<file path="src/shared/rcg_pkg.sv">
// package for the reference clock generator: register map, field layout, reset values
// assumes an apb slave at 32-bit data with one word per register
package rcg_pkg;
    localparam logic [11:0] CTRL_ADDR = 12'h000;
    localparam logic [11:0] DIVNOW_ADDR = 12'h004;
    localparam logic [31:0] CTRL_RESET = 32'h0000_0000;
    localparam int DIV_LSB = 16;
    localparam int DIV_MSB = 30;
    localparam int ON_BIT = 15;
    localparam int IDLE_STOP_BIT = 13;
    localparam int OE_BIT = 12;
    localparam int SLEEP_RUN_BIT = 11;
    localparam int SWREQ_BIT = 9;
    localparam int ACT_BIT = 8;
    localparam int SEL_LSB = 0;
    localparam int SEL_MSB = 3;
    localparam logic [14:0] DIV_ZERO = 15'h0000;
    localparam logic [14:0] DIV_ONE = 15'h0001;
    localparam logic [3:0] SEL_NOSLEEP0 = 4'h0;
    localparam logic [3:0] SEL_NOSLEEP1 = 4'h1;
    localparam logic [15:0] CNT_ONE = 16'h0001;
    localparam logic [15:0] CNT_ZERO = 16'h0000;
endpackage : rcg_pkg

</file>
<file path="src/hdl/rcg_top.sv">
// reference clock generator: apb control register, source select and 15-bit divider
// assumes source clocks sampled synchronously to clk, and idle/sleep levels from the power controller
//
// The implementer's own choices: register access over APB and the register addresses.
module rcg_top (
    input wire logic clk,
    input wire logic rst_n,
    input wire logic psel,
    input wire logic penable,
    input wire logic pwrite,
    input wire logic [11:0] paddr,
    input wire logic [31:0] pwdata,
    output logic [31:0] prdata,
    output logic pready,
    output logic pslverr,
    input wire logic [15:0] src_clk,
    input wire logic idle_mode,
    input wire logic sleep_mode,
    output logic ref_clk,
    output logic reference_clock_out_pin,
    output logic reference_clock_out_pin_oe_n
);
    typedef struct packed {
        logic [14:0] divider_value;
        logic [14:0] div_live;
        logic enable;
        logic stop_in_idle;
        logic out_en;
        logic run_in_sleep;
        logic divider_switch_request;
        logic [3:0] source_select;
        logic src_prev;
        logic [15:0] cnt;
        logic clk_q;
        logic pin_q;
        logic [31:0] rdata;
    } rcg_state_s;

    rcg_state_s st;
    rcg_state_s next_st;
    logic src_now;
    logic src_edge;
    logic running;
    logic active;
    logic wr;
    logic rd;
    logic hit;
    logic [15:0] half;
    logic [31:0] ctrl_view;

    assign src_now = src_clk[st.source_select];
    assign src_edge = src_now & ~st.src_prev;
    // sleep gating applies only to sources where run-in-sleep is honoured
    assign running = st.enable
        & ~(idle_mode & st.stop_in_idle)
        & ~(sleep_mode & ~st.run_in_sleep & (st.source_select != rcg_pkg::SEL_NOSLEEP0)
            & (st.source_select != rcg_pkg::SEL_NOSLEEP1));
    assign active = running;
    assign wr = psel & penable & pwrite;
    assign rd = psel & ~penable & ~pwrite;
    assign hit = (paddr == rcg_pkg::CTRL_ADDR) || (paddr == rcg_pkg::DIVNOW_ADDR);
    assign pready = 1'b1;
    assign pslverr = psel & penable & ~hit;
    assign half = {1'b0, st.div_live};
    assign prdata = st.rdata;
    assign ref_clk = st.clk_q;
    assign reference_clock_out_pin = st.pin_q;
    assign reference_clock_out_pin_oe_n = ~st.out_en;

    always_comb begin
        ctrl_view = rcg_pkg::CTRL_RESET;
        ctrl_view[rcg_pkg::DIV_MSB:rcg_pkg::DIV_LSB] = st.divider_value;
        ctrl_view[rcg_pkg::ON_BIT] = st.enable;
        ctrl_view[rcg_pkg::IDLE_STOP_BIT] = st.stop_in_idle;
        ctrl_view[rcg_pkg::OE_BIT] = st.out_en;
        ctrl_view[rcg_pkg::SLEEP_RUN_BIT] = st.run_in_sleep;
        ctrl_view[rcg_pkg::SWREQ_BIT] = st.divider_switch_request;
        ctrl_view[rcg_pkg::ACT_BIT] = active;
        ctrl_view[rcg_pkg::SEL_MSB:rcg_pkg::SEL_LSB] = st.source_select;
    end

    always_comb begin
        next_st = st;
        next_st.src_prev = src_now;
        if (rd) begin
            next_st.rdata = 32'h0000_0000;
            if (paddr == rcg_pkg::CTRL_ADDR) begin
                next_st.rdata = ctrl_view;
            end else if (paddr == rcg_pkg::DIVNOW_ADDR) begin
                next_st.rdata[rcg_pkg::DIV_MSB:rcg_pkg::DIV_LSB] = st.div_live;
            end
        end
        // a pending switch completes at the next source edge or at once while off, before any write of this cycle, which wins
        if (st.divider_switch_request && (src_edge || !st.enable)) begin
            next_st.div_live = st.divider_value;
            next_st.divider_switch_request = 1'b0;
        end
        if (wr && paddr == rcg_pkg::CTRL_ADDR) begin
            // software is expected to leave source and divider alone while active
            next_st.divider_value = pwdata[rcg_pkg::DIV_MSB:rcg_pkg::DIV_LSB];
            next_st.enable = pwdata[rcg_pkg::ON_BIT];
            next_st.stop_in_idle = pwdata[rcg_pkg::IDLE_STOP_BIT];
            next_st.out_en = pwdata[rcg_pkg::OE_BIT];
            next_st.run_in_sleep = pwdata[rcg_pkg::SLEEP_RUN_BIT];
            next_st.source_select = pwdata[rcg_pkg::SEL_MSB:rcg_pkg::SEL_LSB];
            if (pwdata[rcg_pkg::SWREQ_BIT]) begin
                next_st.divider_switch_request = 1'b1;
            end
            if (!st.enable) begin
                // while off a new divider takes effect directly
                next_st.div_live = pwdata[rcg_pkg::DIV_MSB:rcg_pkg::DIV_LSB];
            end
        end
        if (!running) begin
            next_st.clk_q = 1'b0;
            next_st.cnt = rcg_pkg::CNT_ZERO;
        end else if (st.div_live == rcg_pkg::DIV_ZERO) begin
            // divider zero passes the source straight through
            next_st.clk_q = src_now;
            next_st.cnt = rcg_pkg::CNT_ZERO;
        end else if (src_edge) begin
            // toggle every div_live source edges: output period is 2*div_live source periods
            if (st.cnt + rcg_pkg::CNT_ONE >= half) begin
                next_st.clk_q = ~st.clk_q;
                next_st.cnt = rcg_pkg::CNT_ZERO;
            end else begin
                next_st.cnt = st.cnt + rcg_pkg::CNT_ONE;
            end
        end
        // gate with the new enable so the pin never lags the bit by a cycle
        next_st.pin_q = next_st.out_en & next_st.clk_q;
    end

    always_ff @(posedge clk or negedge rst_n) begin
        if (!rst_n) begin
            st <= '0;
        end else begin
            st <= next_st;
        end
    end
endmodule // rcg_top

</file>
<file path="config.mk">
export PLATFORM = sky130hd
export DESIGN_NAME = rcg_top
export DESIGN_NICKNAME = d
export VERILOG_FILES = /design/src/shared/rcg_pkg.sv /design/src/hdl/rcg_top.sv
export SDC_FILE = /design/constraint.sdc
export NUM_CORES = 1
export LEC_CHECK = 0
export BUFFER_PORTS_ARGS = -buffer_cell sky130_fd_sc_hd__buf_2
export CORE_MARGIN = 1
export CORE_UTILIZATION = 35
export DETAILED_ROUTE_END_ITERATION = 10
export HOLD_SLACK_MARGIN = 0.06
export PLACE_DENSITY_LB_ADDON = 0.08
export SYNTH_ARGS = -nofsm -noshare
export SYNTH_HDL_FRONTEND = slang
export SYNTH_SLANG_ARGS = --single-unit
</file>
<file path="constraint.sdc">
create_clock -name clk -period 4.45 [get_ports clk]
set_input_delay 0.2225 -clock clk [delete_from_list [all_inputs] [get_ports clk]]
set_output_delay 0.2225 -clock clk [all_outputs]
set_load 0.01 [all_outputs]
</file>
# After elaboration in Yosys (flattened, before gate mapping)
# Cells that the tools add are included.
[op_classes]
n_shift = 0
n_bitwise = 22
n_lt_le_gt_ge = 2
div = 0
mux = 15
reduce_logical = 8
addsub = 1
mul = 0
n_eq_ne = 3
[op_table]
columns = ["op", "n"]
rows = [
  ["2-to-1 mux 15 bit", 4],
  ["2-to-1 mux 17 bit", 3],
  ["2-to-1 mux 16 bit", 2],
  ["2-to-1 mux 24 bit", 1],
  ["adder 16 x 1 -> 16 bit (second input constant)", 1],
  ["greater-or-equal comparator 16 x 15 -> 1 bit", 1],
  ["logical NOT 15 bit", 1],
  ["AND 1 bit", 13],
  ["== test 12 x 3 -> 1 bit (second input constant)", 1],
  ["logical NOT 12 bit", 1],
  ["inverter 1 bit", 9],
  ["less-than comparator 4 x 5 -> 1 bit (second input constant)", 1],
  ["binary-select mux 1 bit (select 4 bit)", 1],
  ["2-to-1 mux 1 bit", 4],
  ["inequality test 4 x 1 -> 1 bit (second input constant)", 1],
  ["nonzero test 4 bit", 1],
  ["inequality test 3 x 2 -> 1 bit (second input constant)", 1],
  ["logical AND 1 bit", 2],
  ["logical OR 1 bit", 2],
  ["logical NOT 1 bit", 1],
]
[word_totals]
ff_bits = 89
wordCells = 64
in_bits = 67
romBits = 0
n_memories = 0
ram_bits = 0
latchBits = 0

# Depth between registers and ports, before layout
[logic_depth]
word_depth = 9
depth_mapped = 15
depth_no_buf = 14

# Worst setup path after synthesis
# Ideal clock, no wire load.
[synth_path]
kind = "reg-to-reg"
startpoint = "reg st[34] in the netlist's numbering"
endpoint = "reg st[42] in the netlist's numbering"
setup_slack_ns = 0.693
required_ns = 4.323
path_buffers = 0
stages_incl_launch_ff = 13
t_arrival_ns = 3.630
period_less_slack_ns = 3.757
path_cell_list = "dfrtp_1 -> ha_1 -> nand2_1 -> nor4_1 -> nand3_1 -> nor3_1 -> xor2_1 -> ha_1 -> nand3_1 -> a2111oi_1 -> nor2_1 -> a31oi_1 -> mux2i_1"
[synth_between]
elab_chain_cells = 6
[synth_lines]
columns = ["element", "line", "rtl"]
rows = [
  ["start: declaration", "rcg_top.sv:39", "rcg_state_s st;"],
  ["start signal: assignment", "rcg_top.sv:138", "st <= next_st;"],
  ["adder 16 x 1 -> 16 bit *", "rcg_top.sv:123, rcg_top.sv:127", ""],
  ["greater-or-equal comparator 16 x 15 -> 1 bit", "rcg_top.sv:123", "if (st.cnt + rcg_pkg::CNT_ONE >= half) begin"],
  ["2-to-1 mux 16 bit *", "rcg_top.sv:123", ""],
  ["2-to-1 mux 17 bit *", "rcg_top.sv:121", "end else if (src_edge) begin"],
  ["2-to-1 mux 17 bit *", "rcg_top.sv:117", "end else if (st.div_live == rcg_pkg::DIV_ZERO) begin"],
  ["2-to-1 mux 17 bit *", "rcg_top.sv:114", "if (!running) begin"],
]
# Mark *: on every way between the ends. The rest lies on a longest branch, timed or not. The select of a mux whose other input is x is not followed.
# A chain may end at the register's enable or synchronous reset.

# Worst setup path in the final report
[layout_path]
startpoint = "reg st[34] in the netlist's numbering"
endpoint = "reg st[46] in the netlist's numbering"
# The elaborated chain is that of the path after synthesis.

==> flow_metrics.env <==
export IMPL_outcome="finished, final reports clean"
export IMPL_initial_utilization=0.363
export IMPL_setup_tns_ns=0
export IMPL_synthDistinctLibCells=49
export IMPL_drt_antenna_violating_nets=0
export IMPL_setup_worst_path_end_class="flop"
export IMPL_power_frac_clock=0.450
export IMPL_syn_mean_instance_area_sq_um=10.3
export IMPL_synth_area_sq_um=4640
export IMPL_drive_gt1_frac=0.274
export IMPL_drt_iter0_markers=213
export IMPL_tritoncts_clock_tree="done"
export IMPL_clk_transition_reported_paths_ns=0.06
export IMPL_critPathLaunch="st[34]$_DFFE_PN0P_"
export IMPL_boundaryPins=104
export IMPL_die_height_microns=117
export IMPL_hold_path_class="in2reg"
export IMPL_track_usage=0.161
export IMPL_hold_vio_cnt_final=0
export IMPL_wire_length_of_the_first_global_routing_pass_microns=16400
export IMPL_timing_final_crit_period_ns=3.81
export IMPL_routed_wire_length_per_instance_microns=14.8
export IMPL_final_nets=593
export IMPL_worst_ir_drop_vdd_v=0.000153
export IMPL_postSynthRegisterBits=83
export IMPL_n_antenna_cell=0
export IMPL_synthesis_instances=448
export IMPL_grt_overflow_total=0
export IMPL_path_cells="ha_1 > nand2_1 > nor4_1 > buf_4 > nand3_1 > nor3_1 > xor2_1 > ha_1 > a21oi_1 > o211ai_1 > a211oi_2 > o21ai_2 > or4_4 > or3_1 > o21ai_0"
export IMPL_rsz0062_at_grt="false"
export IMPL_worst_r2r_startpoint="st[34]$_DFFE_PN0P_"
export IMPL_share_comb_of_total_power=0.048
export IMPL_design_die_area_sq_um=13700
export IMPL_cp_endpoint="st[46]$_DFFE_PN0P_"
export IMPL_power_per_cell_area_nw_per_um2=284
export IMPL_critical_path_max_stage_delay_ns=0.55
export IMPL_worst_setup_path_start_kind="flop"
export IMPL_power_leakage_uw=0.00251
export IMPL_reg2reg_setup_slack_ns=0.64
export IMPL_post_cts_setup_buffer_count=0
export IMPL_hpwlAfterDp_microns=7440
export IMPL_syn2layout_area_growth_pct=14.7
export IMPL_worst_ep_arrival_time_ns=4.07
export IMPL_die_w_microns=117
export IMPL_portBuffers=87
export IMPL_synth_enable_flop_cells=0
export IMPL_worstPathBufferInverterCount=1
export IMPL_antenna_found_initial=0
export IMPL_route_detailed_drc=0
export IMPL_synth_commonest_cells="sky130_fd_sc_hd__dfrtp_1 (83), sky130_fd_sc_hd__mux2i_1 (36), sky130_fd_sc_hd__buf_4 (33), sky130_fd_sc_hd__inv_1 (32), sky130_fd_sc_hd__nand2_1 (27)"
export IMPL_share_seq_of_total_power=0.502
export IMPL_path_depth=15
export IMPL_finalSetupViolations=0
export IMPL_worstPathRequired_ns=4.71
export IMPL_switchingPower_uw=333
export IMPL_grt_max_degree=44
export IMPL_worst_slew_margin_rel=0.252
export IMPL_setup_crit_path_kind="reg2reg"
export IMPL_synthMostInstantiatedCell="sky130_fd_sc_hd__dfrtp_1"
export IMPL_synth_area_top_cells="sky130_fd_sc_hd__dfrtp_1 (45%), sky130_fd_sc_hd__mux2i_1 (7.8%), sky130_fd_sc_hd__buf_4 (5.3%)"
export IMPL_clockBufferDepth=2
export IMPL_gp_routability_congestion=0.780
export IMPL_path_max_fanout=6
export IMPL_r2r_worst_path_cells=15
export IMPL_yosysWarnings=0
export IMPL_insertion_delay_ns=0.35
export IMPL_postSynth_topFlopCell="sky130_fd_sc_hd__dfrtp_1"
export IMPL_cts_num_sinks=83
export IMPL_routed_wl_microns=10200
export IMPL_async_flop_share=1.00
export IMPL_timing_critical_path_slowest_stage_cell="sky130_fd_sc_hd__or4_4"
export IMPL_final_max_slew_viol_count=0
export IMPL_route_detailed_vias_per_inst=5.03
export IMPL_core_area_sq_um=12800
export IMPL_maxCapViolCount=0
export IMPL_cts_resized=0
export IMPL_netlist_top_cell_by_area="sky130_fd_sc_hd__dfrtp_1"
export IMPL_ctsHoldBuffers=1
export IMPL_firstDrtPassIters=4
export IMPL_timing_critical_path_mode_cell="sky130_fd_sc_hd__ha_1"
export IMPL_numCtsBuffers=9
export IMPL_row_count=41
export IMPL_cts_htree_levels=3
export IMPL_timing_fmax_ghz=0.263
export IMPL_synth_sequential_area_ratio=0.448
export IMPL_switching_share=0.221
export IMPL_skew_ns=0.00699
export IMPL_post_synth_top_area_share=0.448
export IMPL_p_int_uw=1170
export IMPL_worst_r2r_endpoint="st[46]$_DFFE_PN0P_"
export IMPL_power_total_uw=1510
export IMPL_dr_total_vias=3452
export IMPL_vias_in_the_first_global_route=3178
export IMPL_cts_root_buffer="sky130_fd_sc_hd__clkbuf_16"
export IMPL_crit_family="simple AND/OR/NAND/NOR gates"
export IMPL_worst_slew_pin_slew_ns=1.11
export IMPL_layout_worst_path_cycle_share=0.856
==> cell families (layout without fill, tap and decap cells) <==
| logic type | after synthesis | after routing | share of synthesized area |
|---|---|---|---|
| buf+inv | 83 | 143 | 0.0974 |
| fa+ha+maj | 16 | 16 | 0.0432 |
| flops | 83 | 83 | 0.448 |
| other cells | 2 | 8 | 0.00162 |
| compound gates | 90 | 90 | 0.137 |
| mux | 59 | 59 | 0.138 |
| simple gates | 102 | 102 | 0.110 |
| xor+xnor | 13 | 13 | 0.0246 |
==> worst min-delay path: stages <==
cell	delay [ns]
sky130_fd_sc_hd__buf_2	0.08
sky130_fd_sc_hd__nand2_1	0.03
sky130_fd_sc_hd__o21ai_0	0.06
==> sequential cells by signal, summed over array words and instances (netlist names) <==
name                     flops
ctrl_view                   24
reference_clock_out_pin      1
half                        15
ref_clk                      1
prdata                      25
st                          17
==> per-stage QoR <==
stage	cells	util	setup WS (ns)	instance area, sq um	hold WS, ns
after floorplan	454	-	0.693	4660	-0.0731
after global placement	670	0.395	0.715	5040	0.252
after global routing	686	0.416	0.232	5320	0.106
final	686	0.416	0.641	5320	0.0903
after CTS	686	0.416	0.602	5320	0.0788
after detailed placement	670	0.395	0.638	5040	0.254
==> worst min path at each step <==
stage | from | end | slack (ns) | cells after the start
2_1_floorplan | rst_n | ctrl_view[0]$_DFFE_PN0P_ | -0.07 | 0
3_3_place_gp | rst_n | prdata[23]$_DFFE_PN0P_ | 0.25 | 1
3_5_place_dp | rst_n | ctrl_view[26]$_DFFE_PN0P_ | 0.25 | 1
4_1_cts | pwdata[2] | ctrl_view[2]$_DFFE_PN0P_ | 0.08 | 3
5_1_grt | pwdata[0] | ctrl_view[0]$_DFFE_PN0P_ | 0.11 | 2
6_report | pwdata[2] | ctrl_view[2]$_DFFE_PN0P_ | 0.09 | 3
==> placed cells by master, fill, tap and decap left out, types with 6 or more instances in the layout <==
master                      synthesis  routed
sky130_fd_sc_hd__a21oi_1           22      22
sky130_fd_sc_hd__a22o_1            15      15
sky130_fd_sc_hd__a31oi_1            9       9
sky130_fd_sc_hd__buf_2              1      86
sky130_fd_sc_hd__buf_4             33       9
sky130_fd_sc_hd__clkbuf_16          0       9
sky130_fd_sc_hd__conb_1             2       8
sky130_fd_sc_hd__dfrtp_1           83      83
sky130_fd_sc_hd__ha_1              16      16
sky130_fd_sc_hd__inv_1             32      32
sky130_fd_sc_hd__mux2_2            21      21
sky130_fd_sc_hd__mux2i_1           36      36
sky130_fd_sc_hd__nand2_1           27      27
sky130_fd_sc_hd__nand3_1           13      13
sky130_fd_sc_hd__nor2_1            24      23
sky130_fd_sc_hd__nor3_1             7       7
sky130_fd_sc_hd__nor4_1             7       7
sky130_fd_sc_hd__o21ai_0           11      11
sky130_fd_sc_hd__o31ai_1           15      15
sky130_fd_sc_hd__or3_1              6       6
sky130_fd_sc_hd__xnor2_1            9       9
==> final cells by class <==
cell class	count	area [sq um]
Clock buffer	13	250
Clock inverter	2	12.5
Inverter	32	120
Timing Repair Buffer	96	508
Sequential cell	83	2080
Fill cell	1303	7460
Multi-Input combinational cell	288	2130
Tap cell	172	215
==> routing by layer <==
| metal | global-route usage | vias up | share of wire |
|---|---|---|---|
| li1 | - | 1693 | - |
| met1 | 0.217 | 1667 | 0.49 |
| met2 | 0.246 | 78 | 0.45 |
| met3 | 0.0433 | 14 | 0.047 |
| met4 | 0.0608 | 0 | 0.017 |
| met5 | 0 | - | 0 |
==> power groups by stage <==
stage | combinational (uW) | clock [uW] | sequential, uW
global placement | 72.7 | 0 | 770
global route | 82.3 | 738 | 756
floorplan | 29.1 | 0 | 770
detailed placement | 73.6 | 0 | 770
CTS | 74.7 | 708 | 756
finish | 72.3 | 679 | 757
(Power assumes the default switching activity.)
